`src/hdl/acr_pkg.sv`:
```
// Overview of operation
// twelve-bit result held in two read-only bytes
// format 0: result left justified
// format 1: result right justified
// unused result bits read zero
// conversion launches on start falling edge
// start high holds converter reset, busy set
// busy flag read-only, high during conversion
// power-off bit resets to one
// software powers off before idle or sleep
// sixteen channels: four-bit code selects pin
// eight channels: three-bit code, bit3 zero
// channel plus bandgap bit pick one input
// analog enable takes pin from digital function
// analog enable removes pin pull-high
// bandgap select routes bandgap, others cut
// end of conversion clears busy, raises event
// clock divider codes 000-110, 111 undefined
// result loaded once per conversion end
// starts ignored while powered off
package acr_pkg;
  // ---------------------------------------------------------------
  // register offsets
  // ---------------------------------------------------------------
  localparam logic [3:0] ACR_OFS_RES_LO = 4'h0;
  localparam logic [3:0] ACR_OFS_RES_HI = 4'h1;
  localparam logic [3:0] ACR_OFS_CTRL0 = 4'h2;
  localparam logic [3:0] ACR_OFS_CTRL1 = 4'h3;
  localparam logic [3:0] ACR_OFS_AEN_LO = 4'h4;
  localparam logic [3:0] ACR_OFS_AEN_HI = 4'h5;
  localparam logic [3:0] ACR_OFS_IRQ_STAT = 4'h6;
  localparam logic [3:0] ACR_OFS_IRQ_MASK = 4'h7;
  // ---------------------------------------------------------------
  // field positions
  // ---------------------------------------------------------------
  localparam int ACR_BIT_START = 7;
  localparam int ACR_BIT_BUSY = 6;
  localparam int ACR_BIT_OFF = 5;
  localparam int ACR_BIT_FMT = 4;
  localparam int ACR_BIT_BGSEL = 7;
  localparam int ACR_BIT_BGEN = 6;
  localparam int ACR_BIT_VREFS = 4;
  // ---------------------------------------------------------------
  // reset values
  // ---------------------------------------------------------------
  localparam logic [7:0] ACR_RST_CTRL0 = 8'h60;
  localparam logic [7:0] ACR_RST_CTRL1 = 8'h00;
  localparam logic [7:0] ACR_RST_AEN = 8'hFF;
  localparam logic [7:0] ACR_RST_MASK = 8'h00;
  // ---------------------------------------------------------------
  // timing: converter clocks per conversion
  // ---------------------------------------------------------------
  localparam int ACR_CONV_ADCK = 16;
  localparam logic [2:0] ACR_DIV_BAD = 3'h7;
  // register bus request
  typedef struct packed {
    logic [3:0] addr;
    logic [7:0] wdata;
    logic wr;
    logic rd;
  } acr_req_t;
  // converter run state
  typedef enum logic [1:0] {
    ACR_ST_IDLE = 2'b00,
    ACR_ST_HOLD = 2'b01,
    ACR_ST_CONV = 2'b10
  } acr_state_t;
endpackage : acr_pkg

```
`src/hdl/acr_clkdiv.sv`:
```
`timescale 1ns/1ps
// converter clock tick generator
module acr_clkdiv (
  input wire logic core_clk, // system clock
  input wire logic resetn, // async reset, active low
  input wire logic run, // divider runs while high
  input wire logic [2:0] sel, // divide code
  output logic tick // one-cycle converter clock tick
);
  logic [5:0] cnt_r; // prescale counter
  logic [5:0] lim; // terminal count for code
  // ---------------------------------------------------------------
  // divide 1,2,4..64; code 111 gives no tick
  // ---------------------------------------------------------------
  always_comb begin
    lim = 6'((7'h01 << sel) - 7'h01);
  end
  always_ff @(posedge core_clk or negedge resetn) begin
    if (!resetn) begin
      cnt_r <= 6'h00;
    end else if (!run || cnt_r >= lim) begin
      cnt_r <= 6'h00;
    end else begin
      cnt_r <= cnt_r + 6'h01;
    end
  end
  assign tick = run && (cnt_r >= lim) && (sel != acr_pkg::ACR_DIV_BAD);
endmodule : acr_clkdiv

```
`src/hdl/acr_top.sv`:
```
// Added by the designer: the address-and-strobe port and the address map.
`timescale 1ns/1ps
// converter control and result registers
module acr_top #(
  parameter int NUM_CH = 16 // 16 or 8 pin channels
) (
  input wire logic core_clk, // system clock
  input wire logic resetn, // async reset, active low
  input wire logic [3:0] reg_addr, // register address
  input wire logic [7:0] reg_wdata, // write data
  input wire logic reg_wr, // write strobe
  input wire logic reg_rd, // read strobe
  output logic [7:0] reg_rdata, // read data, cycle after strobe
  input wire logic [11:0] conv_data, // converter core result
  output logic conv_reset, // converter held in reset
  output logic conv_power_off, // converter powered down
  output logic conv_sample, // one-cycle converter clock tick
  output logic [4:0] conv_input_sel, // selected input, 16 = bandgap
  output logic bandgap_enable, // bandgap circuit on
  output logic vref_pin_select, // external reference chosen
  output logic [15:0] analog_pin_enable, // pin given to converter
  output logic [15:0] pull_high_allow, // pull-high may act on pin
  output logic irq // level interrupt
);
  localparam int CW = (NUM_CH > 8) ? 4 : 3; // channel field width
  localparam logic [7:0] CH_MASK = (NUM_CH > 8) ? 8'h0F : 8'h07;
  localparam logic [15:0] PIN_MASK = (NUM_CH > 8) ? 16'hFFFF : 16'h00FF;

  acr_pkg::acr_req_t req; // bundled bus request
  acr_pkg::acr_state_t state_r; // run state
  logic start_r; // start control bit
  logic busy_r; // conversion busy flag
  logic off_r; // power-off bit
  logic fmt_r; // result format select
  logic [CW-1:0] chan_r; // channel select field
  logic [7:0] ctrl1_r; // secondary control register
  logic [15:0] aen_r; // analog pin enable bits
  logic [11:0] result_r; // latched conversion result
  logic [4:0] adck_cnt_r; // converter clocks in conversion
  logic [1:0] stat_r; // sticky events: 0 done, 1 start ignored
  logic [1:0] mask_r; // interrupt mask
  logic [7:0] rdata_r; // read data register
  logic [7:0] res_lo; // formatted low byte
  logic [7:0] res_hi; // formatted high byte
  logic [7:0] rd_mux; // read mux
  logic tick; // converter clock tick
  logic wr_ctrl0; // write to primary control
  logic launch; // start falling edge while powered
  logic done; // conversion end
  logic ign_start; // start written while powered off

  assign req = '{addr: reg_addr, wdata: reg_wdata, wr: reg_wr, rd: reg_rd};
  assign wr_ctrl0 = req.wr && req.addr == acr_pkg::ACR_OFS_CTRL0;

  // ---------------------------------------------------------------
  // start sequencing
  // ---------------------------------------------------------------
  // falling start edge launches only when powered up
  assign launch = wr_ctrl0 && start_r && !req.wdata[acr_pkg::ACR_BIT_START]
    && !off_r;
  assign ign_start = wr_ctrl0 && off_r && req.wdata[acr_pkg::ACR_BIT_START];
  assign done = state_r == acr_pkg::ACR_ST_CONV && tick
    && adck_cnt_r == 5'(acr_pkg::ACR_CONV_ADCK - 1);

  // control fields of primary register
  always_ff @(posedge core_clk or negedge resetn) begin
    if (!resetn) begin
      start_r <= acr_pkg::ACR_RST_CTRL0[acr_pkg::ACR_BIT_START];
      off_r <= acr_pkg::ACR_RST_CTRL0[acr_pkg::ACR_BIT_OFF];
      fmt_r <= acr_pkg::ACR_RST_CTRL0[acr_pkg::ACR_BIT_FMT];
      chan_r <= acr_pkg::ACR_RST_CTRL0[CW-1:0];
    end else if (wr_ctrl0) begin
      start_r <= req.wdata[acr_pkg::ACR_BIT_START];
      off_r <= req.wdata[acr_pkg::ACR_BIT_OFF];
      fmt_r <= req.wdata[acr_pkg::ACR_BIT_FMT];
      chan_r <= req.wdata[CW-1:0];
    end
  end

  // run state: hold while start high, convert after its fall
  always_ff @(posedge core_clk or negedge resetn) begin
    if (!resetn) begin
      state_r <= acr_pkg::ACR_ST_IDLE;
    end else if (off_r || (wr_ctrl0 && req.wdata[acr_pkg::ACR_BIT_OFF])) begin
      state_r <= acr_pkg::ACR_ST_IDLE;
    end else if (wr_ctrl0 && req.wdata[acr_pkg::ACR_BIT_START]) begin
      state_r <= acr_pkg::ACR_ST_HOLD;
    end else if (launch) begin
      state_r <= acr_pkg::ACR_ST_CONV;
    end else if (done) begin
      state_r <= acr_pkg::ACR_ST_IDLE;
    end
  end

  // converter clocks counted through a conversion
  always_ff @(posedge core_clk or negedge resetn) begin
    if (!resetn) begin
      adck_cnt_r <= 5'h00;
    end else if (state_r != acr_pkg::ACR_ST_CONV) begin
      adck_cnt_r <= 5'h00;
    end else if (tick) begin
      adck_cnt_r <= adck_cnt_r + 5'h01;
    end
  end

  // busy flag: set on start, reset or power-off, cleared at end
  always_ff @(posedge core_clk or negedge resetn) begin
    if (!resetn) begin
      busy_r <= acr_pkg::ACR_RST_CTRL0[acr_pkg::ACR_BIT_BUSY];
    end else if (off_r || (wr_ctrl0 && req.wdata[acr_pkg::ACR_BIT_OFF])) begin
      busy_r <= 1'b1;
    end else if (wr_ctrl0 && req.wdata[acr_pkg::ACR_BIT_START]) begin
      busy_r <= 1'b1;
    end else if (done) begin
      busy_r <= 1'b0;
    end
  end

  // result latched only at conversion end
  always_ff @(posedge core_clk or negedge resetn) begin
    if (!resetn) begin
      result_r <= 12'h000;
    end else if (done) begin
      result_r <= conv_data;
    end
  end

  acr_clkdiv acr_clkdiv_inst (
    .core_clk(core_clk),
    .resetn(resetn),
    .run(state_r == acr_pkg::ACR_ST_CONV),
    .sel(ctrl1_r[2:0]),
    .tick(tick)
  );

  // ---------------------------------------------------------------
  // secondary control and pin enables
  // ---------------------------------------------------------------
  always_ff @(posedge core_clk or negedge resetn) begin
    if (!resetn) begin
      ctrl1_r <= acr_pkg::ACR_RST_CTRL1;
    end else if (req.wr && req.addr == acr_pkg::ACR_OFS_CTRL1) begin
      ctrl1_r <= req.wdata & 8'hD7; // bits 5 and 3 unimplemented
    end
  end

  always_ff @(posedge core_clk or negedge resetn) begin
    if (!resetn) begin
      aen_r <= {acr_pkg::ACR_RST_AEN, acr_pkg::ACR_RST_AEN} & PIN_MASK;
    end else if (req.wr && req.addr == acr_pkg::ACR_OFS_AEN_LO) begin
      aen_r[7:0] <= req.wdata;
    end else if (req.wr && req.addr == acr_pkg::ACR_OFS_AEN_HI) begin
      aen_r[15:8] <= req.wdata & PIN_MASK[15:8];
    end
  end

  // ---------------------------------------------------------------
  // interrupt status and mask
  // ---------------------------------------------------------------
  // set wins over clear-on-read
  always_ff @(posedge core_clk or negedge resetn) begin
    if (!resetn) begin
      stat_r <= 2'b00;
    end else begin
      stat_r <= ((req.rd && req.addr == acr_pkg::ACR_OFS_IRQ_STAT)
        ? 2'b00 : stat_r) | {ign_start, done};
    end
  end

  always_ff @(posedge core_clk or negedge resetn) begin
    if (!resetn) begin
      mask_r <= acr_pkg::ACR_RST_MASK[1:0];
    end else if (req.wr && req.addr == acr_pkg::ACR_OFS_IRQ_MASK) begin
      mask_r <= req.wdata[1:0];
    end
  end

  assign irq = |(stat_r & mask_r);

  // ---------------------------------------------------------------
  // result formatting
  // ---------------------------------------------------------------
  always_comb begin
    if (fmt_r) begin
      res_hi = {4'h0, result_r[11:8]};
      res_lo = result_r[7:0];
    end else begin
      res_hi = result_r[11:4];
      res_lo = {result_r[3:0], 4'h0};
    end
  end

  // ---------------------------------------------------------------
  // read path
  // ---------------------------------------------------------------
  always_comb begin
    unique case (req.addr)
      acr_pkg::ACR_OFS_RES_LO: rd_mux = res_lo;
      acr_pkg::ACR_OFS_RES_HI: rd_mux = res_hi;
      acr_pkg::ACR_OFS_CTRL0: rd_mux = {start_r, busy_r, off_r, fmt_r,
        4'h0} | (8'(chan_r) & CH_MASK);
      acr_pkg::ACR_OFS_CTRL1: rd_mux = ctrl1_r;
      acr_pkg::ACR_OFS_AEN_LO: rd_mux = aen_r[7:0];
      acr_pkg::ACR_OFS_AEN_HI: rd_mux = aen_r[15:8];
      acr_pkg::ACR_OFS_IRQ_STAT: rd_mux = {6'h00, stat_r};
      acr_pkg::ACR_OFS_IRQ_MASK: rd_mux = {6'h00, mask_r};
      default: rd_mux = 8'h00; // unmapped reads zero
    endcase
  end

  always_ff @(posedge core_clk or negedge resetn) begin
    if (!resetn) begin
      rdata_r <= 8'h00;
    end else if (req.rd) begin
      rdata_r <= rd_mux;
    end else begin
      rdata_r <= 8'h00;
    end
  end
  assign reg_rdata = rdata_r;

  // ---------------------------------------------------------------
  // converter and pin controls
  // ---------------------------------------------------------------
  assign conv_reset = state_r != acr_pkg::ACR_ST_CONV;
  assign conv_power_off = off_r;
  assign conv_sample = tick;
  // bandgap disconnects every pin channel
  assign conv_input_sel = ctrl1_r[acr_pkg::ACR_BIT_BGSEL] ? 5'h10
    : 5'(chan_r);
  assign bandgap_enable = ctrl1_r[acr_pkg::ACR_BIT_BGEN];
  assign vref_pin_select = ctrl1_r[acr_pkg::ACR_BIT_VREFS];
  assign analog_pin_enable = aen_r;
  assign pull_high_allow = ~aen_r;
endmodule : acr_top

```
`config.mk`:
```
export PLATFORM = sky130hd
export DESIGN_NAME = acr_top
export DESIGN_NICKNAME = d
export VERILOG_FILES = /design/src/hdl/acr_pkg.sv /design/src/hdl/acr_clkdiv.sv /design/src/hdl/acr_top.sv
export SDC_FILE = /design/constraint.sdc
export NUM_CORES = 1
export LEC_CHECK = 0
export ABC_CLOCK_PERIOD_IN_PS = 4900
export BUFFER_PORTS_ARGS = -buffer_cell sky130_fd_sc_hd__buf_4
export CORE_ASPECT_RATIO = 0.9
export CORE_MARGIN = 4
export CORE_UTILIZATION = 58
export CTS_CLUSTER_SIZE = 28
export DETAILED_ROUTE_END_ITERATION = 6
export PLACE_DENSITY = 0.95
export SETUP_SLACK_MARGIN = 0.15
export SYNTH_ARGS = -nofsm -noshare
export SYNTH_HDL_FRONTEND = slang
export SYNTH_SLANG_ARGS = --single-unit
```
`constraint.sdc`:
```
create_clock -name core_clk -period 4.9 [get_ports core_clk]
set_clock_uncertainty 0.2 [all_clocks]
set_input_delay 0.98 -clock core_clk [delete_from_list [all_inputs] [get_ports core_clk]]
set_output_delay 0.98 -clock core_clk [all_outputs]
set_load 0.01 [all_outputs]
```
==> metrics.txt <==
# TYPE chip_impl_metric gauge
chip_impl_metric{name="ctsResizeCount",unit=""} 0
chip_impl_info{name="crit_path_start_kind",value="flop"} 1
chip_impl_metric{name="grt_remaining_overflow",unit=""} 0
chip_impl_info{name="cp-endpoint",value="conv_sample"} 1
chip_impl_metric{name="clock_latency",unit="ns"} 0.35
chip_impl_metric{name="synthesis.yosys.warnings",unit=""} 0
chip_impl_metric{name="die_area",unit="sq um"} 7220
chip_impl_info{name="synth_area_leaders",value="sky130_fd_sc_hd__dfrtp_1 (36%), sky130_fd_sc_hd__dfstp_2 (14%), sky130_fd_sc_hd__mux2_2 (10%)"} 1
chip_impl_metric{name="ys_ff_latch",unit=""} 67
chip_impl_metric{name="synth_edf_count",unit=""} 0
chip_impl_metric{name="synth_xor_area_frac",unit=""} 0.0102
chip_impl_metric{name="die-height",unit="um"} 81.0
chip_impl_metric{name="fp.coreArea",unit="sq um"} 5730
chip_impl_info{name="holdCritPathClass",value="reg -> reg"} 1
chip_impl_metric{name="setup_viol_count_final",unit=""} 0
chip_impl_info{name="rr_endpoint",value="result_r[11]$_DFFE_PN0P_"} 1
chip_impl_metric{name="r2r_cells",unit=""} 7
chip_impl_metric{name="post-route-drc-count",unit=""} 0
chip_impl_metric{name="drv_slew",unit=""} 0
chip_impl_metric{name="row_count",unit=""} 26
chip_impl_metric{name="detail_route.wirelength",unit="mm"} 8.36
chip_impl_metric{name="globalplace.congestion",unit=""} 0.846
chip_impl_info{name="path_class",value="reg -> out"} 1
chip_impl_metric{name="synthAdderAreaFrac",unit=""} 0.0328
chip_impl_metric{name="multi_input_area",unit="sq um"} 1590
chip_impl_metric{name="timing.setup.tns",unit="ns"} 0
chip_impl_metric{name="number_of_buffer_cells_added_on_primary_ports",unit=""} 78
chip_impl_metric{name="mapped_cells",unit=""} 311
chip_impl_metric{name="drt-vias-per-instance",unit=""} 5.78
chip_impl_metric{name="max_slew.worst_pin.slew",unit="ns"} 0.800
chip_impl_info{name="ys_top_cells_by_count",value="sky130_fd_sc_hd__dfrtp_1 (49), sky130_fd_sc_hd__nand2_1 (42), sky130_fd_sc_hd__mux2_2 (32), sky130_fd_sc_hd__inv_1 (22), sky130_fd_sc_hd__nor2_1 (19)"} 1
chip_impl_info{name="crit_path_start",value="ctrl1_r[1]$_DFFE_PN0P_"} 1
chip_impl_metric{name="floorplan.initialDensity",unit=""} 0.600
chip_impl_metric{name="routedWlPerCell",unit="um"} 18.0
chip_impl_metric{name="vdd_ir_drop_max",unit="V"} 0.000261
chip_impl_metric{name="power.static_leakage",unit="uW"} 0.00204
chip_impl_metric{name="timing.fmax",unit="GHz"} 0.273
chip_impl_metric{name="cts.htree.levels",unit=""} 3
chip_impl_metric{name="fillCellCount",unit=""} 393
chip_impl_metric{name="globalRouteMet3Util",unit=""} 0.0903
chip_impl_info{name="yosys.cell_count.top_type",value="sky130_fd_sc_hd__dfrtp_1"} 1
chip_impl_metric{name="cts_setup_buffers",unit=""} 0
chip_impl_metric{name="synth-simple-area-share",unit=""} 0.150
chip_impl_metric{name="vias_in_the_first_global_route",unit=""} 2734
chip_impl_metric{name="antenna_violating_nets_post_route",unit=""} 0
chip_impl_metric{name="grt_antenna_before_repair",unit=""} 0
chip_impl_metric{name="global_route.usage.met1",unit=""} 0.327
chip_impl_metric{name="hold_buffers",unit=""} 0
chip_impl_metric{name="yosys.cell_types.count",unit=""} 52
chip_impl_metric{name="cts_buffers",unit=""} 9
chip_impl_info{name="critical_path.reg2reg.startpoint",value="ctrl1_r[1]$_DFFE_PN0P_"} 1
chip_impl_metric{name="net_count_of_the_mapped_netlist",unit=""} 348
chip_impl_metric{name="drt_pre_antenna_iters",unit=""} 4
chip_impl_metric{name="worst-path-max-fanout",unit=""} 8
chip_impl_metric{name="placed_cell_area",unit="sq um"} 4050
chip_impl_metric{name="drt-initial-drc-count",unit=""} 158
chip_impl_info{name="yosys.area.top_type",value="sky130_fd_sc_hd__dfrtp_1"} 1
chip_impl_info{name="busiest_layer",value="met2"} 1
chip_impl_metric{name="clk_pin_slew",unit="ns"} 0.07
chip_impl_metric{name="num_io_pins",unit=""} 79
chip_impl_metric{name="period_minus_slack",unit="ns"} 3.66
chip_impl_metric{name="drv.max_cap_violation_count",unit=""} 0
chip_impl_metric{name="finalCritPeriodShare",unit=""} 0.748
chip_impl_metric{name="synth_compound_gate_area_share",unit=""} 0.0827
chip_impl_metric{name="synth.yosys.seq_area_share",unit=""} 0.495
chip_impl_info{name="ys_dominant_reg_cell",value="sky130_fd_sc_hd__dfrtp_1"} 1
chip_impl_info{name="ctsRootBufferMaster",value="sky130_fd_sc_hd__clkbuf_8"} 1
chip_impl_metric{name="syn-cell-area",unit="sq um"} 3440
chip_impl_metric{name="grtUsageMet2",unit=""} 0.386
chip_impl_metric{name="share_of_synthesized_flip_flops_with_an_asynchronous_set_or_reset",unit=""} 1.00
chip_impl_metric{name="drive_gt1_frac",unit=""} 0.416
chip_impl_metric{name="finalInstanceArea",unit="sq um"} 4240
chip_impl_metric{name="regToRegSetupSlack",unit="ns"} 2.20
chip_impl_info{name="synth_top_family_by_area",value="multiplexers"} 1
chip_impl_info{name="critPathCaptureType",value="output pin"} 1
chip_impl_metric{name="vias",unit=""} 2684
chip_impl_metric{name="synthesis.area_per_instance",unit="sq um"} 11.0
chip_impl_metric{name="arrival",unit="ns"} 2.48
chip_impl_metric{name="power.density_cell_area",unit="nW/um^2"} 371
chip_impl_metric{name="final_hold_viol_count",unit=""} 0
chip_impl_metric{name="nets",unit=""} 426
chip_impl_info{name="run_status",value="finished clean"} 1
chip_impl_metric{name="maxSlewHeadroom",unit=""} 0.467
chip_impl_metric{name="critical_path_required",unit="ns"} 3.72
chip_impl_info{name="cts_tree",value="yes"} 1
chip_impl_metric{name="share_of_the_synthesized_area_in_the_top_cell_type",unit=""} 0.357
chip_impl_metric{name="finalNonFillerCells",unit=""} 464
chip_impl_metric{name="count_of_clock_tree_sinks",unit=""} 67
chip_impl_metric{name="grt_max_degree",unit=""} 68
chip_impl_metric{name="synthToLayoutAreaGrowth",unit="%"} 23.4
chip_impl_metric{name="synth.area.mux_share",unit=""} 0.189
chip_impl_metric{name="placed_cells",unit=""} 448
chip_impl_info{name="grt_setup_unrepaired",value="false"} 1
chip_impl_metric{name="die-width",unit="um"} 89.1
chip_impl_metric{name="gr-usage-all-layers",unit=""} 0.251
chip_impl_metric{name="detailedPlacementHpwl",unit="mm"} 6.01
chip_impl_metric{name="regArea",unit="sq um"} 1700
chip_impl_metric{name="first_pass_grt_wire_length",unit="mm"} 13.6
chip_impl_metric{name="cts_buffer_depth",unit=""} 2
chip_impl_metric{name="diode_insertion_count_for_antenna_repair",unit=""} 0
## worst min-delay path by stage
| stage | startpoint | endpoint | slack [ns] | depth (start not counted) |
|---|---|---|---|---|
| after floorplan | adck_cnt_r[3]$_DFFE_PN0P_ | adck_cnt_r[3]$_DFFE_PN0P_ | 0.24 | 1 |
| after global placement | adck_cnt_r[3]$_DFFE_PN0P_ | adck_cnt_r[3]$_DFFE_PN0P_ | 0.26 | 1 |
| after detailed placement | adck_cnt_r[3]$_DFFE_PN0P_ | adck_cnt_r[3]$_DFFE_PN0P_ | 0.28 | 1 |
| after CTS | adck_cnt_r[3]$_DFFE_PN0P_ | adck_cnt_r[3]$_DFFE_PN0P_ | 0.29 | 1 |
| after global routing | adck_cnt_r[3]$_DFFE_PN0P_ | adck_cnt_r[3]$_DFFE_PN0P_ | 0.32 | 1 |
| final | adck_cnt_r[3]$_DFFE_PN0P_ | adck_cnt_r[3]$_DFFE_PN0P_ | 0.29 | 1 |
## flip-flops by register name, summed over array words and instances (netlist names), 4 cells and up
register and flops:
ctrl1_r 6, analog_pin_enable 16, acr_clkdiv_inst.cnt_r 6, reg_rdata 8, adck_cnt_r 5, chan_r 4
result_r 12
## layer usage
layer	share of wire	vias to the layer above
met5	0	-
met4	0.022	0
met3	0.085	18
met2	0.48	116
met1	0.41	1308
li1	-	1242
## stage by stage
| stage | utilization | hold slack (ns) | power [uW] | worst slack [ns] |
|---|---|---|---|---|
| floorplan | - | 0.237 | 921 | 1.88 |
| global route | 0.741 | 0.320 | 1660 | 1.08 |
| CTS | 0.741 | 0.287 | 1580 | 1.23 |
| global placement | 0.708 | 0.256 | 1110 | 1.74 |
| finish | 0.741 | 0.287 | 1570 | 1.24 |
| detailed placement | 0.708 | 0.278 | 1130 | 1.61 |
## worst max-delay path, stage by stage, from the launching register on
cell                       delay [ns]
sky130_fd_sc_hd__dfrtp_1         0.47
sky130_fd_sc_hd__or3_1           0.40
sky130_fd_sc_hd__ha_1            0.27
sky130_fd_sc_hd__nand2b_1        0.16
sky130_fd_sc_hd__a21oi_1         0.20
sky130_fd_sc_hd__o221ai_2        0.20
sky130_fd_sc_hd__nand2_1         0.21
sky130_fd_sc_hd__inv_1           0.07
sky130_fd_sc_hd__buf_4           0.14
## area by class of cell
cell class / count / area share
clock buffers: 14 / 0.0360
clock inverters: 2 / 0.00826
repair buffers: 78 / 0.138
inverters: 23 / 0.0204
multi-input cells: 210 / 0.376
well taps: 70 / 0.0207
flip-flops and latches: 67 / 0.401
## cell families after synthesis
| group | count (synthesis) |
|---|---|
| mux | 56 |
| compound gates | 40 |
| fa+ha+maj | 9 |
| buf+inv | 34 |
| flops | 67 |
| simple gates | 101 |
| xor+xnor | 4 |
## layout by cell type (no fill, tap or decap), types with 2 or more instances in the layout
cell type,n
sky130_fd_sc_hd__buf_4,78
sky130_fd_sc_hd__dfrtp_1,49
sky130_fd_sc_hd__nand2_1,42
sky130_fd_sc_hd__mux2_2,32
sky130_fd_sc_hd__inv_1,22
sky130_fd_sc_hd__nor2_1,19
sky130_fd_sc_hd__dfstp_2,18
sky130_fd_sc_hd__mux2i_1,16
sky130_fd_sc_hd__o21ai_0,10
sky130_fd_sc_hd__clkbuf_8,10
sky130_fd_sc_hd__a21oi_1,9
sky130_fd_sc_hd__ha_1,9
sky130_fd_sc_hd__nand3_1,8
sky130_fd_sc_hd__mux2_4,7
sky130_fd_sc_hd__nor2b_1,6
sky130_fd_sc_hd__nand2b_1,5
sky130_fd_sc_hd__and3_1,4
sky130_fd_sc_hd__clkbuf_1,4
sky130_fd_sc_hd__or2_2,3
sky130_fd_sc_hd__o22ai_1,3
sky130_fd_sc_hd__a22oi_1,3
sky130_fd_sc_hd__xor2_1,2
sky130_fd_sc_hd__xnor2_1,2
sky130_fd_sc_hd__a221oi_1,2
sky130_fd_sc_hd__a31oi_1,2
sky130_fd_sc_hd__a311oi_1,2
## report_power, final
| part | switching, uW | internal (uW) |
|---|---|---|
| sequential | 84.9 | 648 |
| clock | 201 | 249 |
| combinational | 181 | 209 |
| total | 466 | 1110 |
(Power assumes the default switching activity.)
